`config.mk`:
```
export PLATFORM = sky130hd
export DESIGN_NAME = i2c_irq_ctrl
export DESIGN_NICKNAME = d
export VERILOG_FILES = /design/src/hdl/i2c_irq_ctrl.v /design/src/hdl/sticky_flag.v /design/src/hdl/level_compare.v
export VERILOG_INCLUDE_DIRS = /design/src /design/src/hdl
export SDC_FILE = /design/constraint.sdc
export NUM_CORES = 1
export LEC_CHECK = 0
export ABC_AREA = 1
export BUFFER_PORTS_ARGS = -buffer_cell sky130_fd_sc_hd__buf_4
export CORE_MARGIN = 10
export CORE_UTILIZATION = 50
export CTS_CLUSTER_SIZE = 10
export DETAILED_ROUTE_END_ITERATION = 8
export PLACE_DENSITY = 0.78
export SETUP_SLACK_MARGIN = 0.3
export SLEW_MARGIN = 5
export SYNTH_ARGS = -nofsm -noshare
export SYNTH_HDL_FRONTEND = slang
export SYNTH_HIERARCHICAL = 1
export SYNTH_SLANG_ARGS = --single-unit
```
`constraint.sdc`:
```
create_clock -name clk_sys -period 6.41 [get_ports clk_sys]
set_input_delay 1.282 -clock clk_sys [delete_from_list [all_inputs] [get_ports clk_sys]]
set_output_delay 1.282 -clock clk_sys [all_outputs]
set_load 0.02 [all_outputs]
```
`src/hdl/i2c_irq_map.vh`:
```
// Register map, field positions, reset values and constants of the I2C interrupt block
// Functional notes
// - Mask bits 11..0 gate matching raw flags
// - Mask resets: start, stop, activity 0; others 1
// - General call set on acked address; sticky
// - Start flag set on START or repeated START
// - Stop flag set on any STOP condition
// - Activity sticky; cleared by disable, reads, reset
// - Slave transmitter NACK sets transmit-done flag
// - Transmit abort flag set on failed transmit
// - Abort cause captured into readable cause register
// - Transmit FIFO flushed while abort flag set
// - FIFO stays flushed until abort or combined clear read
// - Transmit empty while level at or below threshold
// - Receive full while level above threshold
`ifndef I2C_IRQ_MAP_VH
`define I2C_IRQ_MAP_VH

// Byte addresses on the register bus
`define ADDR_INTR_MASK      32'h50001330
`define ADDR_RAW_STATUS     32'h50001334
`define ADDR_RX_THRESHOLD   32'h50001338
`define ADDR_TX_THRESHOLD   32'h5000133C
`define ADDR_MASKED_STATUS  32'h50001340
`define ADDR_COMBINED_CLR   32'h50001344
`define ADDR_GEN_CALL_CLR   32'h50001348
`define ADDR_ACTIVITY_CLR   32'h5000134C
`define ADDR_ABORT_CLR      32'h50001350
`define ADDR_RD_REQ_CLR     32'h50001354
`define ADDR_ABORT_CAUSE    32'h50001358
`define ADDR_EVENT_LATCH    32'h5000135C

// Flag positions, shared by mask, raw and masked status
`define BIT_RX_UNDER   0
`define BIT_RX_OVER    1
`define BIT_RX_FULL    2
`define BIT_TX_OVER    3
`define BIT_TX_EMPTY   4
`define BIT_RD_REQ     5
`define BIT_TX_ABORT   6
`define BIT_TX_DONE    7
`define BIT_ACTIVITY   8
`define BIT_STOP       9
`define BIT_START      10
`define BIT_GEN_CALL   11

// Widths and reset values
`define FLAG_COUNT       12
`define REG_WIDTH        16
`define THR_WIDTH        5
`define LEVEL_WIDTH      6
`define CAUSE_WIDTH      16
`define MASK_RESET       12'h8FF
`define RAW_RESET        12'h000
`define THR_RESET        5'h00

// AHB transfer type and response codes
`define HTRANS_NONSEQ    2'h2
`define HTRANS_SEQ       2'h3
`define HRESP_OKAY       1'h0

`endif

```
`src/hdl/i2c_irq_ctrl.v`:
```
// I2C interrupt mask, raw status and flag logic behind an AHB-Lite slave
//
// The implementer's own choice: the AHB-Lite interface to the registers.
`timescale 1ns/1ps
`include "i2c_irq_map.vh"
module i2c_irq_ctrl #(
  parameter LEVEL_W = `LEVEL_WIDTH,  // FIFO level width
  parameter THR_W   = `THR_WIDTH     // Threshold field width
) (
  input  wire                    clk_sys,        // System clock, 10 MHz
  input  wire                    rstn,           // Asynchronous reset, active low
  input  wire                    hsel,           // AHB slave select
  input  wire [31:0]             haddr,          // AHB address
  input  wire [1:0]              htrans,         // AHB transfer type
  input  wire                    hwrite,         // AHB write
  input  wire [2:0]              hsize,          // AHB size
  input  wire [31:0]             hwdata,         // AHB write data
  input  wire                    hready,         // AHB bus ready
  output wire                    hreadyout,      // AHB slave ready
  output wire                    hresp,          // AHB response
  output reg  [31:0]             hrdata,         // AHB read data
  input  wire                    ctrl_enable,    // Controller enabled
  input  wire                    fsm_active,     // Master or slave machine busy
  input  wire                    gen_call_ack,   // General call address acked
  input  wire                    start_seen,     // START or repeated START seen
  input  wire                    stop_seen,      // STOP seen
  input  wire                    slv_tx_nack,    // Slave transmitter byte not acked
  input  wire                    tx_abort_evt,   // Transmit abort event
  input  wire [`CAUSE_WIDTH-1:0] tx_abort_cause, // Reason for the abort
  input  wire                    rd_req_evt,     // Remote master requests read
  input  wire                    tx_over_evt,    // Push into full transmit FIFO
  input  wire                    rx_over_evt,    // Byte received into full FIFO
  input  wire                    rx_under_evt,   // Pop from empty receive FIFO
  input  wire [LEVEL_W-1:0]      tx_level,       // Transmit FIFO level
  input  wire [LEVEL_W-1:0]      rx_level,       // Receive FIFO level
  output reg                     tx_fifo_flush,  // Hold transmit FIFO in reset
  output reg  [THR_W-1:0]        tx_threshold,   // Transmit threshold to datapath
  output reg  [THR_W-1:0]        rx_threshold,   // Receive threshold to datapath
  output reg                     irq             // Level interrupt request
);

  // Only flag and register state lives here; FIFOs, transfer machines
  // and threshold clamping sit outside this block
  // hsize is not decoded: narrow writes land as words

  // Reset synchroniser
  reg                      rst_meta_q;      // First reset stage
  reg                      rst_sync_q;      // Second reset stage
  wire                     rst_n;           // Released reset copy

  // Bus address phase capture
  reg                      wr_pend_q;       // Write data phase pending
  reg  [31:0]              wr_addr_q;       // Address of pending write
  wire                     bus_take;        // Valid transfer accepted
  wire                     rd_take;         // Read accepted this cycle

  // Software state
  reg  [`FLAG_COUNT-1:0]   mask_q;          // Interrupt mask
  reg  [THR_W-1:0]         tx_thr_q;        // Transmit threshold
  reg  [THR_W-1:0]         rx_thr_q;        // Receive threshold
  reg  [`CAUSE_WIDTH-1:0]  abort_cause_q;   // Captured abort reason
  reg  [`FLAG_COUNT-1:0]   raw_prev_q;      // Raw flags last cycle
  reg  [`FLAG_COUNT-1:0]   event_latch_q;   // Sticky rising-edge latch

  // Flag plumbing
  wire [`FLAG_COUNT-1:0]   raw;             // Raw status
  wire [`FLAG_COUNT-1:0]   masked;          // Masked status
  reg  [`FLAG_COUNT-1:0]   set_vec;         // Per-flag set
  reg  [`FLAG_COUNT-1:0]   clr_vec;         // Per-flag clear
  wire                     idle_off;        // Disabled and machines idle
  wire                     rd_combined;     // Combined clear read
  wire                     rd_gen_call;     // General call clear read
  wire                     rd_activity;     // Activity clear read
  wire                     rd_abort;        // Abort clear read
  wire                     rd_rd_req;       // Read request clear read
  wire [`FLAG_COUNT-1:0]   latch_w1c;       // Write-one-to-clear bits
  reg  [31:0]              rd_mux;          // Read data selection
  wire                     tx_empty_q;      // Transmit empty flag
  wire                     rx_full_q;       // Receive full flag

  // Two-stage release of the asynchronous reset
  // Assert at once, release on the clock so no flop sees
  // a reset edge too close to its clock edge
  always @(posedge clk_sys or negedge rstn) begin
    if (!rstn) begin
      // Pin low: both stages clear at once
      rst_meta_q <= 1'b0;
      rst_sync_q <= 1'b0;
    end else begin
      // Pin high: a one ripples through two stages
      rst_meta_q <= 1'b1;
      rst_sync_q <= rst_meta_q;
    end
  end

  // Only the second stage feeds the logic
  assign rst_n = rst_sync_q;

  // Zero wait state slave, always OKAY
  // One-cycle answer, so no stall
  assign hreadyout = 1'b1;
  assign hresp     = `HRESP_OKAY;

  // Transfer accepted when selected, active and bus ready
  // Idle and busy transfers are ignored
  assign bus_take = hsel & hready & htrans[1];
  assign rd_take  = bus_take & ~hwrite;

  // Read-to-clear strobes act at the accepted address phase
  // Read returns the flag, then it clears
  assign rd_combined = rd_take & (haddr == `ADDR_COMBINED_CLR);
  assign rd_gen_call = rd_take & (haddr == `ADDR_GEN_CALL_CLR);
  assign rd_activity = rd_take & (haddr == `ADDR_ACTIVITY_CLR);
  assign rd_abort    = rd_take & (haddr == `ADDR_ABORT_CLR);
  assign rd_rd_req   = rd_take & (haddr == `ADDR_RD_REQ_CLR);

  // Machines idle with controller off ends the error flags
  // Disabled but busy keeps the error flags
  assign idle_off = ~ctrl_enable & ~fsm_active;

  // Write address phase capture for the following data phase
  always @(posedge clk_sys or negedge rst_n) begin
    if (!rst_n) begin
      // Nothing pending out of reset
      wr_pend_q <= 1'b0;
      wr_addr_q <= 32'h00000000;
    end else if (hready) begin
      // Capture only when the bus moves on
      wr_pend_q <= bus_take & hwrite;
      wr_addr_q <= haddr;
    end
  end

  // Write-one-to-clear of the event latch in the data phase
  assign latch_w1c = (wr_pend_q && wr_addr_q == `ADDR_EVENT_LATCH) ?
                     hwdata[`FLAG_COUNT-1:0] : {`FLAG_COUNT{1'b0}};

  // Writable registers; only word writes are defined, others still land
  always @(posedge clk_sys or negedge rst_n) begin
    if (!rst_n) begin
      // Start, stop and activity masked off
      mask_q   <= `MASK_RESET;
      tx_thr_q <= `THR_RESET;
      rx_thr_q <= `THR_RESET;
    end else if (wr_pend_q) begin
      if (wr_addr_q == `ADDR_INTR_MASK) begin
        // Bits above 11 are dropped here
        mask_q <= hwdata[`FLAG_COUNT-1:0];
      end else if (wr_addr_q == `ADDR_TX_THRESHOLD) begin
        // Transmit threshold, low bits only
        tx_thr_q <= hwdata[THR_W-1:0];
      end else if (wr_addr_q == `ADDR_RX_THRESHOLD) begin
        // Receive threshold, low bits only
        rx_thr_q <= hwdata[THR_W-1:0];
      end
      // Read-only and unmapped writes fall through
    end
  end

  // Per-flag set sources
  always @* begin
    set_vec                = {`FLAG_COUNT{1'b0}};
    // Bus events from the transfer machines
    set_vec[`BIT_GEN_CALL] = gen_call_ack;
    set_vec[`BIT_START]    = start_seen;
    set_vec[`BIT_STOP]     = stop_seen;
    set_vec[`BIT_ACTIVITY] = fsm_active;
    set_vec[`BIT_TX_DONE]  = slv_tx_nack;
    set_vec[`BIT_TX_ABORT] = tx_abort_evt;
    // Read request and FIFO misuse pulses
    set_vec[`BIT_RD_REQ]   = rd_req_evt;
    set_vec[`BIT_TX_OVER]  = tx_over_evt;
    set_vec[`BIT_RX_OVER]  = rx_over_evt;
    set_vec[`BIT_RX_UNDER] = rx_under_evt;
  end

  // Per-flag clear sources; level flags are handled apart
  always @*  begin
    clr_vec                = {`FLAG_COUNT{1'b0}};
    // Disable clears general call and activity
    clr_vec[`BIT_GEN_CALL] = rd_gen_call | rd_combined | ~ctrl_enable;
    // Start, stop and done need the combined read
    clr_vec[`BIT_START]    = rd_combined;
    clr_vec[`BIT_STOP]     = rd_combined;
    clr_vec[`BIT_ACTIVITY] = rd_activity | rd_combined | ~ctrl_enable;
    clr_vec[`BIT_TX_DONE]  = rd_combined;
    clr_vec[`BIT_TX_ABORT] = rd_abort | rd_combined;
    clr_vec[`BIT_RD_REQ]   = rd_rd_req | rd_combined;
    // Error flags hold while machines still run
    clr_vec[`BIT_TX_OVER]  = rd_combined | idle_off;
    clr_vec[`BIT_RX_OVER]  = rd_combined | idle_off;
    clr_vec[`BIT_RX_UNDER] = rd_combined | idle_off;
  end

  // One sticky cell per event flag
  genvar gi;
  generate
    for (gi = 0; gi < `FLAG_COUNT; gi = gi + 1) begin : g_flag
      if (gi == `BIT_TX_EMPTY || gi == `BIT_RX_FULL) begin : g_level
        // Level flags come from the comparators below
      end else begin : g_sticky
        // Set beats clear inside each cell
        sticky_flag u_flag (
          .clk_sys (clk_sys),
          .rst_n   (rst_n),
          .set_evt (set_vec[gi]),
          .clr_evt (clr_vec[gi]),
          .flag_q  (raw[gi])
        );
      end
    end
  endgenerate

  // Transmit empty: disabled FIFO looks empty only while machines run
  // Compare is registered, one cycle late
  level_compare #(
    .LW (LEVEL_W),
    .TW (THR_W)
  ) u_tx_empty (
    .clk_sys   (clk_sys),
    .rst_n     (rst_n),
    .level     (tx_level),
    .thr       (tx_thr_q),
    .at_least  (1'b0),
    .force_en  (~ctrl_enable),
    .force_val (fsm_active),
    .flag_q    (tx_empty_q)
  );

  // Receive full: cleared at once while disabled
  // Threshold 0 already means one entry
  level_compare #(
    .LW (LEVEL_W),
    .TW (THR_W)
  ) u_rx_full (
    .clk_sys   (clk_sys),
    .rst_n     (rst_n),
    .level     (rx_level),
    .thr       (rx_thr_q),
    .at_least  (1'b1),
    .force_en  (~ctrl_enable),
    .force_val (1'b0),
    .flag_q    (rx_full_q)
  );

  // Level flags join the raw word
  assign raw[`BIT_TX_EMPTY] = tx_empty_q;
  assign raw[`BIT_RX_FULL]  = rx_full_q;

  // Mask gating of every raw flag
  // Reserved bits never reach irq
  assign masked = raw & mask_q;

  // Abort cause loads with the abort event, clears with the flag
  always @(posedge clk_sys or negedge rst_n) begin
    if (!rst_n) begin
      abort_cause_q <= {`CAUSE_WIDTH{1'b0}};
    end else if (tx_abort_evt) begin
      // New abort overwrites an older reason
      abort_cause_q <= tx_abort_cause;
    end else if (rd_abort | rd_combined) begin
      // Clear read drops the stale reason
      abort_cause_q <= {`CAUSE_WIDTH{1'b0}};
    end
  end

  // Rising edges of raw flags latch until software writes a one
  always @(posedge clk_sys or negedge rst_n) begin
    if (!rst_n) begin
      // No edge pending out of reset
      raw_prev_q    <= `RAW_RESET;
      event_latch_q <= {`FLAG_COUNT{1'b0}};
    end else begin
      // Last raw word for edge finding
      raw_prev_q    <= raw;
      // New edge wins over a clear in the same cycle
      event_latch_q <= (event_latch_q & ~latch_w1c) | (raw & ~raw_prev_q);
    end
  end

  // Flush and interrupt outputs from flops
  always @(posedge clk_sys or negedge rst_n) begin
    if (!rst_n) begin
      // FIFO held until reset is gone
      tx_fifo_flush <= 1'b1;
      irq           <= 1'b0;
      tx_threshold  <= `THR_RESET;
      rx_threshold  <= `THR_RESET;
    end else begin
      // Flush lasts until the abort or combined clear read drops the flag
      tx_fifo_flush <= set_vec[`BIT_TX_ABORT] | raw[`BIT_TX_ABORT] | ~ctrl_enable;
      // Interrupt lags the masked word a cycle
      irq           <= |masked;
      // Thresholds copied out a cycle late
      tx_threshold  <= tx_thr_q;
      rx_threshold  <= rx_thr_q;
    end
  end

  // Read data selection, unmapped addresses read zero
  always @* begin
    rd_mux = 32'h00000000;
    if (haddr == `ADDR_INTR_MASK) begin
      rd_mux[`FLAG_COUNT-1:0] = mask_q;
    end else if (haddr == `ADDR_RAW_STATUS) begin
      rd_mux[`FLAG_COUNT-1:0] = raw;
    end else if (haddr == `ADDR_MASKED_STATUS) begin
      rd_mux[`FLAG_COUNT-1:0] = masked;
    end else if (haddr == `ADDR_TX_THRESHOLD) begin
      // Threshold fields sit in low bits
      rd_mux[THR_W-1:0] = tx_thr_q;
    end else if (haddr == `ADDR_RX_THRESHOLD) begin
      rd_mux[THR_W-1:0] = rx_thr_q;
    end else if (haddr == `ADDR_ABORT_CAUSE) begin
      // Reason stands until a clear read
      rd_mux[`CAUSE_WIDTH-1:0] = abort_cause_q;
    end else if (haddr == `ADDR_EVENT_LATCH) begin
      // Edge history, cleared by writing ones
      rd_mux[`FLAG_COUNT-1:0] = event_latch_q;
    end else if (haddr == `ADDR_COMBINED_CLR) begin
      // Any raw flag pending
      rd_mux[0] = |raw;
    end else if (haddr == `ADDR_GEN_CALL_CLR) begin
      // Flag as it stood before the clear
      rd_mux[0] = raw[`BIT_GEN_CALL];
    end else if (haddr == `ADDR_ACTIVITY_CLR) begin
      rd_mux[0] = raw[`BIT_ACTIVITY];
    end else if (haddr == `ADDR_ABORT_CLR) begin
      rd_mux[0] = raw[`BIT_TX_ABORT];
    end else if (haddr == `ADDR_RD_REQ_CLR) begin
      rd_mux[0] = raw[`BIT_RD_REQ];
    end
    // Unmapped addresses keep the zero default
  end

  // Read data registered at the address phase, stands in the data phase
  always @(posedge clk_sys or negedge rst_n) begin
    if (!rst_n) begin
      // Reads out of reset return zero
      hrdata <= 32'h00000000;
    end else if (rd_take) begin
      // Selection sampled at the address phase
      hrdata <= rd_mux;
    end
  end

endmodule // i2c_irq_ctrl

```
`src/hdl/sticky_flag.v`:
```
// Sticky event flag with a set that wins over a simultaneous clear
`timescale 1ns/1ps
module sticky_flag (
  input  wire clk_sys,    // System clock
  input  wire rst_n,      // Synchronised reset, active low
  input  wire set_evt,    // Event pulse that raises the flag
  input  wire clr_evt,    // Clear request
  output reg  flag_q      // Flag state
);

  // Set takes priority so an event in the clear cycle is not lost
  always @(posedge clk_sys or negedge rst_n) begin
    if (!rst_n) begin
      flag_q <= 1'b0;
    end else if (set_evt) begin
      flag_q <= 1'b1;
    end else if (clr_evt) begin
      flag_q <= 1'b0;
    end
  end

endmodule // sticky_flag

```
`src/hdl/level_compare.v`:
```
// FIFO level against programmed threshold, registered
`timescale 1ns/1ps
module level_compare #(
  parameter LW = 6,       // Level width
  parameter TW = 5        // Threshold width
) (
  input  wire          clk_sys,   // System clock
  input  wire          rst_n,     // Synchronised reset, active low
  input  wire [LW-1:0] level,     // Current FIFO level
  input  wire [TW-1:0] thr,       // Programmed threshold
  input  wire          at_least,  // 1: level >= thr+1, 0: level <= thr
  input  wire          force_en,  // Override active
  input  wire          force_val, // Override value
  output reg           flag_q     // Comparison result
);

  wire [LW-1:0] thr_ext = {{(LW-TW){1'b0}}, thr};  // Threshold at level width
  wire          hit;                                // Raw comparison

  // Receive side counts threshold 0 as one entry
  assign hit = at_least ? (level > thr_ext) : (level <= thr_ext);

  // Flag follows the level, no software clear
  always @(posedge clk_sys or negedge rst_n) begin
    if (!rst_n) begin
      flag_q <= 1'b0;
    end else begin
      flag_q <= force_en ? force_val : hit;
    end
  end

endmodule // level_compare

```
# --- Word-level counts from Yosys, hierarchy flattened ---
# Cells that the tools add are included.
totals:
  ff_bits: 137
  latch_bits: 0
  mem_bits_rw: 0
  rom_bits: 0
  inputBits: 113
  mem_count: 0
classes:
  n_addsub: 0
  multipliers: 0
  div_mod_pow: 0
  n_lt_le_gt_ge: 2
  n_eq_ne: 16
  n_shift: 0
  mux: 40
  bitwise: 30
  n_reduce_logical: 16
op_table:
  columns: ["op", "n"]
  rows:
  - ["32-bit by 31-bit == test with 1-bit output (second input constant)", 16]
  - ["12-bit 2-to-1 mux", 5]
  - ["12-bit AND", 3]
  - ["11-bit 2-to-1 mux", 3]
  - ["16-bit 2-to-1 mux", 2]
  - ["1-bit 2-to-1 mux", 24]
  - ["12-bit inverter", 2]
  - ["12-bit OR reduction", 2]
  - ["2-bit nonzero test", 10]
  - ["4-bit 2-to-1 mux", 4]
  - ["12-bit OR", 1]
  - ["1-bit AND", 10]
  - ["5-bit 2-to-1 mux", 2]
  - ["1-bit OR", 9]
  - ["6-bit by 5-bit > comparator with 1-bit output", 1]
  - ["6-bit by 5-bit <= comparator with 1-bit output", 1]
  - ["1-bit inverter", 5]
  - ["4-bit AND reduction", 1]
  - ["3-bit AND reduction", 1]
  - ["2-bit AND reduction", 1]
  - ["1-bit logical AND", 1]

# --- Longest topological paths before layout ---
# Gate-level depths: netlist of the first run.
depth:
  depth_word: 13
  depth_mapped: 14
  mapped_depth_nobuf: 13

# --- Cells and area by module ---
# Netlist of the first run, hierarchy kept.
by_module_without_submodules:
  columns: ["module", "instances", "cells_per_inst", "area_each_um2", "seq_area_each_um2"]
  rows:
  - ["i2c_irq_ctrl", 1, 688, 5773.0, 3140.5]
  - ["level_compare", 2, 33, 207.7, 25.0]
  - ["sticky_flag", 10, 5, 40.0, 25.0]

# --- Worst setup path after synthesis of the first run ---
# Ideal clock, no wire load.
synth_path:
  kind: "input -> register"
  from: "in haddr[10]"
  to: "reg abort_cause_q[12]"
  setup_ns: 0.121
  t_arrival_ns: 2.470
  required_time_ns: 6.289
  slack_ns: 3.819
  stages: 12
  n_path_buf: 3
  cell_sequence: "inv_1 nand2_1 nor2_1 nand2_2 buf_6 inv_4 nand4_2 a21oi_2 or2_1 buf_4 buf_6 o21ai_1"
synth_via:
  elab_chain_len: 4
  elab_cells_between_ends: 6
synth_lines:
  columns: ["element", "line", "source"]
  rows:
  - ["start, declared", "i2c_irq_ctrl.v:13", "input wire [31:0] haddr,"]
  - ["32-bit by 31-bit == test with 1-bit output (no source line)", null, null]
  - ["1-bit AND (on tied branches)", "i2c_irq_ctrl.v:114, i2c_irq_ctrl.v:111", null]
  - ["1-bit OR *", null, null]
  - ["via clr_vec[6]", "i2c_irq_ctrl.v:69", "reg [`FLAG_COUNT-1:0] clr_vec;"]
  - ["2-bit nonzero test (no source line) *", null, null]
  - ["end signal, assigned", "i2c_irq_ctrl.v:257", "abort_cause_q <= {`CAUSE_WIDTH{1'b0}};"]
  - ["end signal, assigned", "i2c_irq_ctrl.v:260", "abort_cause_q <= tx_abort_cause;"]
  - ["end signal, assigned", "i2c_irq_ctrl.v:263", "abort_cause_q <= {`CAUSE_WIDTH{1'b0}};"]
  - ["end, declared", "i2c_irq_ctrl.v:61", "reg [`CAUSE_WIDTH-1:0] abort_cause_q;"]
# The timed path passes the listed nets; every way through them passes the cells marked *.
# A chain may end at the register's enable or synchronous reset.

# --- Worst setup path in the final report of the first run ---
layout_path:
  from: "in hready"
  to: "reg abort_cause_q[15]"
layout_via:
  elab_chain_len: 6
  elab_cells_between_ends: 7
layout_lines:
  columns: ["element", "line", "source"]
  rows:
  - ["start, declared", "i2c_irq_ctrl.v:18", "input wire hready,"]
  - ["1-bit AND * (2 in a row)", "i2c_irq_ctrl.v:106", "assign bus_take = hsel & hready & htrans[1];"]
  - ["1-bit AND *", "i2c_irq_ctrl.v:107", "assign rd_take = bus_take & ~hwrite;"]
  - ["1-bit AND (on tied branches)", "i2c_irq_ctrl.v:114, i2c_irq_ctrl.v:111", null]
  - ["1-bit OR *", null, null]
  - ["via clr_vec[6]", "i2c_irq_ctrl.v:69", null]
  - ["2-bit nonzero test (no source line) *", null, null]
# Marks and branches as above.

==> results of run 1 <==
## layout by cell type (no fill, tap or decap), types with 13 or more instances in the layout
| cell | instances |
|---|---|
| o21ai_1 | 29 |
| buf_4 | 117 |
| conb_1 | 24 |
| nand2_1 | 178 |
| dfrtp_1 | 126 |
| a21oi_1 | 37 |
| nand3_1 | 30 |
| inv_2 | 13 |
| o21ai_0 | 71 |
| nor2_1 | 53 |
| clkbuf_16 | 17 |
| inv_1 | 138 |
## how the worst max path moves through the flow
stage / from / end / cells past startpoint
floorplan: rst_n / abort_cause_q[0] / 0
global placement: hready / abort_cause_q[3] / 7
detailed placement: hready / abort_cause_q[15] / 7
CTS: hready / abort_cause_q[15] / 7
global route: hready / abort_cause_q[15] / 7
finish: hready / abort_cause_q[15] / 7
## where the power goes
part	total, mW	switching, mW	internal, mW
clock network	1.10	0.361	0.738
logic	0.167	0.0993	0.0680
registers	0.932	0.0280	0.904
total	2.20	0.488	1.71
## cell usage after synthesis, types with 2 or more instances
library cell and count:
conb_1 2, inv_1 138, o21ai_1 29, nor4_1 12
nor2_2 5, nor2_1 53, a21oi_1 37, buf_4 20
dfrtp_1 127, buf_2 2, a221oi_1 3, o21ai_2 4
o21bai_2 2, clkbuf_1 13, o31ai_1 2, dfstp_2 10
nand2_2 3, nand4_1 11, or2_1 3, nand3_1 30
nor3_1 5, o211ai_1 3, inv_2 13, nand2_1 178
buf_6 2, ha_1 10, o22ai_1 2, nor4_2 2
a21oi_2 3, o21ai_0 71
## cell type report
| type | instances | area [µm²] | share of cell area |
|---|---|---|---|
| multi-input combinational | 499 | 2420 | 0.295 |
| inverter | 153 | 577 | 0.0703 |
| timing repair buffer | 117 | 878 | 0.107 |
| clock inverter | 12 | 221 | 0.0270 |
| tap | 172 | 215 | 0.0262 |
| clock buffer | 20 | 447 | 0.0544 |
| sequential | 137 | 3440 | 0.420 |
## cell families (layout without fill, tap and decap cells)
family	after synthesis	in the layout	share of synthesized area
other	2	24	0.00114
DFF	137	137	0.522
buffers and inverters	190	302	0.123
and+or+nand+nor	307	307	0.204
adders and majority gates	10	10	0.0190
AOI/OAI and AO/OA	157	157	0.130
muxes	1	1	0.00171
## state kept, by name, summed over array words and instances, names as in the netlist
name and flops:
g_flag.g_sticky.u_flag/flag_q 10, event_latch_q 12, raw_prev_q 12, u_rx_full/flag_q 1, abort_cause_q 16, rst_meta_q 1
tx_thr_q 5, wr_addr_q 32, hrdata 16, rx_threshold 5, tx_fifo_flush 1, rx_thr_q 5
u_tx_empty/flag_q 1, mask_q 12, wr_pend_q 1, irq 1, tx_threshold 5, rst_n 1
## per-stage QoR
step | hold slack [ns] | utilization | cell area (µm²) | cells | setup slack (ns)
3_3_place_gp | 0.335 | 0.590 | 7540 | 1078 | 2.57
2_1_floorplan | 0.331 | - | 6670 | 826 | 2.33
4_1_cts | 0.355 | 0.642 | 8210 | 1110 | 2.93
6_report | 0.353 | 0.642 | 8210 | 1110 | 2.87
3_5_place_dp | 0.341 | 0.590 | 7540 | 1078 | 2.53
5_1_grt | 0.357 | 0.642 | 8210 | 1110 | 2.67
## worst register-to-register path: stages (launching register included)
cell     delay, ns
dfrtp_1       0.38
nor4_1        0.35
nand2_1       0.19
nor4_2        0.34
nand2_1       0.58
nand2_1       0.21
o21ai_1       0.09
## per-layer routing
metal,vias to the layer above,share of wire,global-route usage
met5,-,0,0
met4,0,0.015,0.0732
met3,24,0.082,0.0560
met2,220,0.48,0.293
met1,2613,0.43,0.234
li1,2746,-,-
==> results_dict.tcl, run 1 <==
set metrics [dict create \
    status "finished, final reports clean" \
    synthTopCellsByArea "dfrtp_1, nand2_1, inv_1, o21ai_0, dfstp_2" \
    clockBufferDepth 2 \
    r2r_slack_ns 4.12 \
    cp_top_family "simple AND/OR/NAND/NOR gates" \
    gp_congestion 0.940 \
    critPathArrivalTime_ns 3.82 \
    leakagePower_nw 4.21 \
    routed_wirelength_um 16700 \
    clk_pin_slew_worst_paths_ns 0.06 \
    ios 159 \
    track_usage 0.186 \
    dr.first_iter.drc_count 423 \
    seq_area_frac_synth 0.522 \
    hp-start "rst_meta_q" \
    synth_edf_count 0 \
    crit_path_max_incr_delay_ns 0.54 \
    overflow 0 \
    core-area_um2 12800 \
    hpwl_um 12300 \
    yosysTopAreaCell "dfrtp_1" \
    start_util 0.516 \
    synthArstFlopShare 1.00 \
    cts_setup_buffers 0 \
    required_ns 6.69 \
    cts_tree "yes" \
    tightest_slew_ns 0.895 \
    max_freq_ghz 0.283 \
    cts.sinks 137 \
    yosys_most_used_dff "dfrtp_1" \
    layout.nets 1048 \
    synthCells 804 \
    reg2reg_depth 6 \
    worst_clock_skew_ns 0.00556 \
    totalPowerFinal_mw 2.20 \
    grt_start_max_net_pins 72 \
    drive_above_1_share 0.210 \
    vdd_drop_max_mv 0.156 \
    powerDensity_nw_per_um2 268 \
    die_h_um 135 \
    cp_cell_sequence "buf_4 -> nand3_1 -> nor2_1 -> inv_2 -> a21oi_2 -> or2_1 -> o21ai_0" \
    ctsResizeCount 0 \
    hold_class "flop to flop" \
    fp.dieW_um 135 \
    drc 0 \
    port_buffers 116 \
    fin_crit_sh 0.552 \
    htree_levels 4 \
    reg2reg_to "mask_q[9]" \
    vias 5603 \
    finalHoldViolations 0 \
    wire_per_inst_um 15.1 \
    numCtsBuffers 17 \
    clk_latency_ns 0.43 \
    antenna_found_initial 0 \
    path_buf_inv 2 \
    crit_path_top_delay_cell "nor2_1" \
    min_to "rst_n" \
    netlist_area_um2 6590 \
    drt-pass1-iter-count 5 \
    cp-end-kind "flop" \
    finalCriticalPeriod_ns 3.54 \
    cp-start-kind "input pin" \
    clockRootBuffer "clkbuf_16" \
    setup_tns_ns 0 \
    grt_pass1_wl_um 26900 \
    nFillCells 1090 \
    path_class "input pin to flop" \
    maxSlewViolCount 0 \
    setup_viol 0 \
    r2r-start "wr_addr_q[11]" \
    whs_path_depth 0 \
    synth_top_area_frac 0.482 \
    syn-mean-instance-area_um2 8.20 \
    via_per_inst 5.05 \
    rsz0062_at_grt "false" \
    ys_warn_count 6 \
    synth_seq_cells 137 \
    diodes 0 \
    area_delta_synth_final_pct 24.5 \
    ant_nets 0 \
    synth_cell_types 39 \
    cts_hold_buf 0 \
    die-area_um2 18200 \
    grt_pass1_vias 5437 \
    path_max_fanout 65 \
    slew_headroom 0.402 \
    maxCapViolations 0 \
    rows 41 \
]
(Power assumes the default switching activity.)
==> inputs of run 2 (changes only) <==
--- a/config.mk
+++ b/config.mk
@@ -6,13 +6,13 @@
 export SDC_FILE = /design/constraint.sdc
 export NUM_CORES = 1
 export LEC_CHECK = 0
-export ABC_AREA = 1
+export ABC_AREA = 0
 export BUFFER_PORTS_ARGS = -buffer_cell sky130_fd_sc_hd__buf_4
 export CORE_MARGIN = 10
 export CORE_UTILIZATION = 50
 export CTS_CLUSTER_SIZE = 10
 export DETAILED_ROUTE_END_ITERATION = 8
-export PLACE_DENSITY = 0.78
+export PLACE_DENSITY = 0.79
 export SETUP_SLACK_MARGIN = 0.3
 export SLEW_MARGIN = 5
 export SYNTH_ARGS = -nofsm -noshare
==> constraint.sdc (replaced) <==
create_clock -name clk_sys -period 3.3 [get_ports clk_sys]
set_input_delay 0.66 -clock clk_sys [delete_from_list [all_inputs] [get_ports clk_sys]]
set_output_delay 0.66 -clock clk_sys [all_outputs]
set_load 0.02 [all_outputs]
==> run 2 against run 1 <==
Compared with the run above: sequential share of layout area up 1.9 points; wire length up 1.6%; critical path depth down 2; combinational power up 89%; worst setup slack worse by 2.2 ns; clock power up 53%; critical path type is now flop to flop; critical endpoint is now mask_q[10]; highest routed layer unchanged.
==> results_dict.tcl, run 2 <==
set metrics [dict create \
    cts.sinks 137 \
    tightest_slew_ns 0.825 \
    cts_tree "yes" \
    ys_warn_count 6 \
    wire_per_inst_um 19.9 \
    ys_top_cells_by_count "dfrtp_1, inv_1, mux2_2" \
    nFillCells 993 \
    largest-register "wr_addr_q" \
    path_max_fanout 12 \
    gp_congestion 0.884 \
    max_freq_ghz 0.379 \
    hold_class "flop to flop" \
    dr.first_iter.drc_count 314 \
    rows 40 \
    setup_tns_ns 0 \
    start_util 0.518 \
    cp-start-kind "flop" \
    via_per_inst 5.66 \
    antenna_found_initial 0 \
    overflow 0 \
    layout.nets 798 \
    grt_start_max_net_pins 64 \
    core-area_um2 12200 \
    synthCells 546 \
    finalCriticalPeriod_ns 2.64 \
    yosysTopAreaCell "dfrtp_1" \
    rsz0062_at_grt "false" \
    drc 0 \
    drt-pass1-iter-count 5 \
    final_common_cell "dfrtp_1" \
    diodes 0 \
    cp-end-kind "flop" \
    critPathArrivalTime_ns 2.93 \
    synth_cell_types 60 \
    drive_above_1_share 0.319 \
    synth_seq_cells 137 \
    netlist_area_um2 6300 \
    maxCapViolations 0 \
    fin_crit_sh 0.799 \
    synth_edf_count 0 \
    final_cell_mix "dfrtp_1, buf_4, inv_1" \
    ctsResizeCount 0 \
    vdd_drop_max_mv 0.395 \
    synth_top_area_frac 0.504 \
    fp.dieW_um 132 \
    maxSlewViolCount 0 \
    largest_reg_flops 32 \
    numCtsBuffers 17 \
    track_usage 0.194 \
    ios 159 \
    multi_input_area_um2 2520 \
    reg_top3 "wr_addr_q: 32 flops, abort_cause_q: 16 flops, hrdata: 16 flops" \
    clk_latency_ns 0.41 \
    synthTopCellsByArea "dfrtp_1, mux2_2, dfstp_2, a22o_1, inv_1" \
    yosysMostFrequentCell "dfrtp_1" \
    status "finished, final reports clean" \
    slew_headroom 0.450 \
    vias 4836 \
    syn-mean-instance-area_um2 11.5 \
    htree_levels 4 \
    worst_clock_skew_ns 0.00452 \
    clk_pin_slew_worst_paths_ns 0.05 \
    synthArstFlopShare 1.00 \
    ant_nets 0 \
    grt_pass1_wl_um 27200 \
    grt_pass1_vias 5301 \
    totalPowerFinal_mw 3.82 \
    yosys_most_used_dff "dfrtp_1" \
    seqCellArea_um2 3440 \
    routed_wirelength_um 17000 \
    finalHoldViolations 0 \
    seq_area_frac_synth 0.546 \
    port_buffers 116 \
    powerDensity_nw_per_um2 486 \
    leakagePower_nw 3.60 \
    clockBufferDepth 2 \
    setup_viol 0 \
    die-area_um2 17500 \
    clockRootBuffer "clkbuf_16" \
    required_ns 3.60 \
    area_delta_synth_final_pct 24.7 \
    path_class "flop to flop" \
    die_h_um 132 \
    hpwl_um 12700 \
]
-- run 2: cell count changes in the layout (fill, tap and decap cells not counted), sizes merged, moves of 28 or more --
cell	before	now
a22o	0	28
mux2	1	49
nor2	59	12
nand2	182	22
o21ai	104	40
inv	152	50
-- run 2: per-layer routing --
metal	wire, µm	part of all wire	vias to the layer above	track usage
met1	7080	0.42	2381	0.227
li1	-	-	2206	-
met5	0	0	-	0
met3	1390	0.082	34	0.0770
met2	8180	0.48	215	0.311
met4	352	0.021	0	0.0789
-- run 2: where the power goes --
group	switching [mW]	total, mW	internal, mW
sequential	0.0668	1.82	1.75
clock	0.633	1.68	1.05
combinational	0.155	0.315	0.160
-- run 2: cells by family (layout without fill, tap and decap cells) --
family                     after synthesis  after routing  share of synthesized area
AOI/OAI and AO/OA                      141            141                      0.157
DFF                                    137            137                      0.546
buffers and inverters                   90            207                     0.0679
and+or+nand+nor                        107            107                      0.105
adders and majority gates               10             10                     0.0199
muxes                                   58             58                      0.102
xor gates and xnor gates                 1              1                    0.00139
other                                    2             26                    0.00119
-- run 2: cell type report --
type,count,share of cell area
clock inverters,3,0.00191
inverters,50,0.0239
multi-input cells,343,0.321
well taps,168,0.0268
clock buffers,28,0.0658
repair buffers,126,0.122
flip-flops and latches,137,0.438
-- run 2: what timing repair did --
action | in CTS | in global routing
hold endpoints to repair | 0 | 2
setup buffers | 0 | 0
hold buffers | 0 | 1
-- run 2: critical path, cell delays in order (launching register included) --
cell,delay (ns)
dfrtp_1,0.38
nor4b_1,0.39
nand4_1,0.20
nor4b_1,0.56
and4bb_2,0.60
mux2_2,0.38
-- run 2: worst paths after layout --
check                               from          end  slack, ns  depth (start not counted)
max in group asynchronous          rst_n    mask_q[7]       2.00                          1
hold / removal                rst_meta_q        rst_n       0.35                          0
hold reg to reg               rst_meta_q        rst_n       0.35                          0
min in group asynchronous          rst_n  tx_thr_q[1]       0.43                          0
setup reg to reg           wr_addr_q[11]   mask_q[10]       0.66                          5
setup / recovery           wr_addr_q[11]   mask_q[10]       0.66                          5
-- run 2: through the flow --
step	hold slack [ns]	instances	util	instance area [µm²]	setup WS (ns)
CTS	0.000567	854	0.645	7850	0.616
finish	0.348	855	0.646	7860	0.662
floorplan	0.331	570	-	6390	0.941
detailed placement	0.336	823	0.601	7310	0.340
global placement	0.339	823	0.601	7310	0.449
global route	0.372	855	0.646	7860	0.381
==> inputs of run 3 (changes only) <==
--- a/config.mk
+++ b/config.mk
@@ -9,7 +9,7 @@
 export ABC_AREA = 0
 export BUFFER_PORTS_ARGS = -buffer_cell sky130_fd_sc_hd__buf_4
 export CORE_MARGIN = 10
-export CORE_UTILIZATION = 50
+export CORE_UTILIZATION = 48
 export CTS_CLUSTER_SIZE = 10
 export DETAILED_ROUTE_END_ITERATION = 8
 export PLACE_DENSITY = 0.79
==> constraint.sdc (replaced) <==
create_clock -name clk_sys -period 2.3 [get_ports clk_sys]
set_input_delay 0.46 -clock clk_sys [delete_from_list [all_inputs] [get_ports clk_sys]]
set_output_delay 0.46 -clock clk_sys [all_outputs]
set_load 0.02 [all_outputs]
==> run 3 against run 2 <==
Compared with the run above: core utilization increased by 0.97 points; count of clock-buffer cells in the layout decreased by 4; clock power increased by 71%; design area increased by 6.2%; worst setup slack got worse by 0.45 ns; critical path depth increased by 1; global-route usage increased by 0.51 points; first-iteration DRC count increased by 37%; final cell count increased by 4.0%; wire length increased by 4.7%.
==> results_dict.tcl, run 3 (synthesis results as in run 2) <==
set metrics [dict create \
    status "finished, final reports clean" \
    vdd_drop_max_mv 0.742 \
    maxSlewViolCount 0 \
    finalCriticalPeriod_ns 2.09 \
    slew_headroom 0.620 \
    cts_tree "yes" \
    final_cell_mix "buf_4, dfrtp_1, inv_1" \
    layout.nets 827 \
    wire_per_inst_um 20.0 \
    grt_pass1_vias 5498 \
    die_h_um 135 \
    diodes 0 \
    numCtsBuffers 17 \
    core-area_um2 12700 \
    cts.sinks 137 \
    grt_pass1_wl_um 28700 \
    ant_nets 0 \
    holdWs_ns 0.214 \
    fin_crit_sh 0.908 \
    routed_wirelength_um 17800 \
    port_buffers 116 \
    setup_viol 0 \
    worst_clock_skew_ns 0.00971 \
    dr.first_iter.drc_count 429 \
    placed_cell_area_um2 7530 \
    reg_top3 "wr_addr_q: 32 flops, abort_cause_q: 16 flops, hrdata: 16 flops" \
    drt-pass1-iter-count 4 \
    required_ns 2.60 \
    crit_path_max_incr_delay_ns 0.40 \
    powerDensity_nw_per_um2 718 \
    die-area_um2 18100 \
    gp_congestion 0.905 \
    multi_input_area_um2 2670 \
    area_delta_synth_final_pct 32.4 \
    clockRootBuffer "clkbuf_16" \
    cp-end-kind "flop" \
    setup_slack_ns 0.212 \
    leakagePower_nw 3.83 \
    cp-start-kind "flop" \
    drc 0 \
    totalPowerFinal_mw 5.99 \
    antenna_found_initial 0 \
    start_util 0.495 \
    via_per_inst 5.65 \
    maxCapViolations 0 \
    clockBufferDepth 2 \
    clk_latency_ns 0.42 \
    pre_cts_slack_ns -0.274 \
    path_class "flop to flop" \
    overflow 0 \
    setup_tns_ns 0 \
    track_usage 0.199 \
    nFillCells 1001 \
    max_freq_ghz 0.479 \
    tightest_slew_ns 0.556 \
    largest_reg_flops 32 \
    clk_pin_slew_worst_paths_ns 0.06 \
    final_area_um2 8340 \
    hpwl_um 13100 \
    path_max_fanout 12 \
    ios 159 \
    hold_class "input pin to flop" \
    cp_cell_sequence "nor4_4 -> nand3_2 -> nor4b_4 -> and4bb_2 -> buf_12 -> mux2_2" \
    finalHoldViolations 0 \
    crit_path_top_delay_cell "dfrtp_1" \
    grt_start_max_net_pins 74 \
    seqCellArea_um2 3440 \
    drive_above_1_share 0.368 \
    htree_levels 4 \
    critPathArrivalTime_ns 2.39 \
    final_common_cell "buf_4" \
    rows 41 \
    largest-register "wr_addr_q" \
    rsz0062_at_grt "true" \
    vias 5019 \
    fp.dieW_um 135 \
]
-- run 3: changes by cell type in the layout (fill, tap and decap cells not counted), sizes merged --
| cell | previous run | this run |
|---|---|---|
| bufinv | 0 | 4 |
| clkinvlp | 0 | 1 |
| buf | 125 | 154 |
| clkbuf | 28 | 24 |
-- run 3: final timing paths --
check	cells after the start	endpoint	slack, ns	startpoint
hold reg to reg	0	g_flag[0].g_sticky.u_flag/flag_q	0.27	rst_n
min in group asynchronous	0	g_flag[0].g_sticky.u_flag/flag_q	0.27	rst_n
hold / removal	2	g_flag[7].g_sticky.u_flag/flag_q	0.21	slv_tx_nack
setup / recovery	6	mask_q[10]	0.21	wr_addr_q[21]
max in group asynchronous	1	mask_q[5]	1.23	rst_n
setup reg to reg	6	mask_q[10]	0.21	wr_addr_q[21]
-- run 3: layout make-up --
type	instances	share of cell area
clock inverters	8	0.0171
flip-flops and latches	137	0.413
well taps	172	0.0258
multi-input cells	343	0.320
clock buffers	24	0.0577
repair buffers	155	0.144
inverters	50	0.0225
-- run 3: worst max-delay path: cells and delay by family, from the launching register on --
family | cells | cell delay (ns)
buffers and inverters | 1 | 0.16
flip-flops | 1 | 0.40
AND/OR/NAND/NOR | 4 | 1.06
multiplexers | 1 | 0.34
-- run 3: repair_timing --
item,in CTS,in global routing
buffers inserted,2,2
gates resized for setup,17,15
hold endpoints to repair,2,0
hold buffers,1,0
gates cloned,0,0
pin swaps,5,5
setup endpoints to repair,53,61
-- run 3: layer usage --
| metal | vias up | part of all wire | GRT usage |
|---|---|---|---|
| met4 | 0 | 0.020 | 0.0738 |
| met2 | 202 | 0.50 | 0.328 |
| met5 | - | 0 | 0 |
| met3 | 31 | 0.075 | 0.0634 |
| li1 | 2277 | - | - |
| met1 | 2509 | 0.40 | 0.238 |
-- run 3: power breakdown --
part	leakage (nW)	switching [mW]	internal, mW
Sequential	1.56	0.0970	2.52
Combinational	1.97	0.246	0.250
Clock	0.304	0.988	1.89
Total	3.83	1.33	4.66
-- run 3: through the flow --
step | utilization | std cells
after floorplan | - | 570
after global placement | 0.592 | 852
after detailed placement | 0.592 | 852
after CTS | 0.649 | 887
after global routing | 0.656 | 889
final | 0.656 | 889
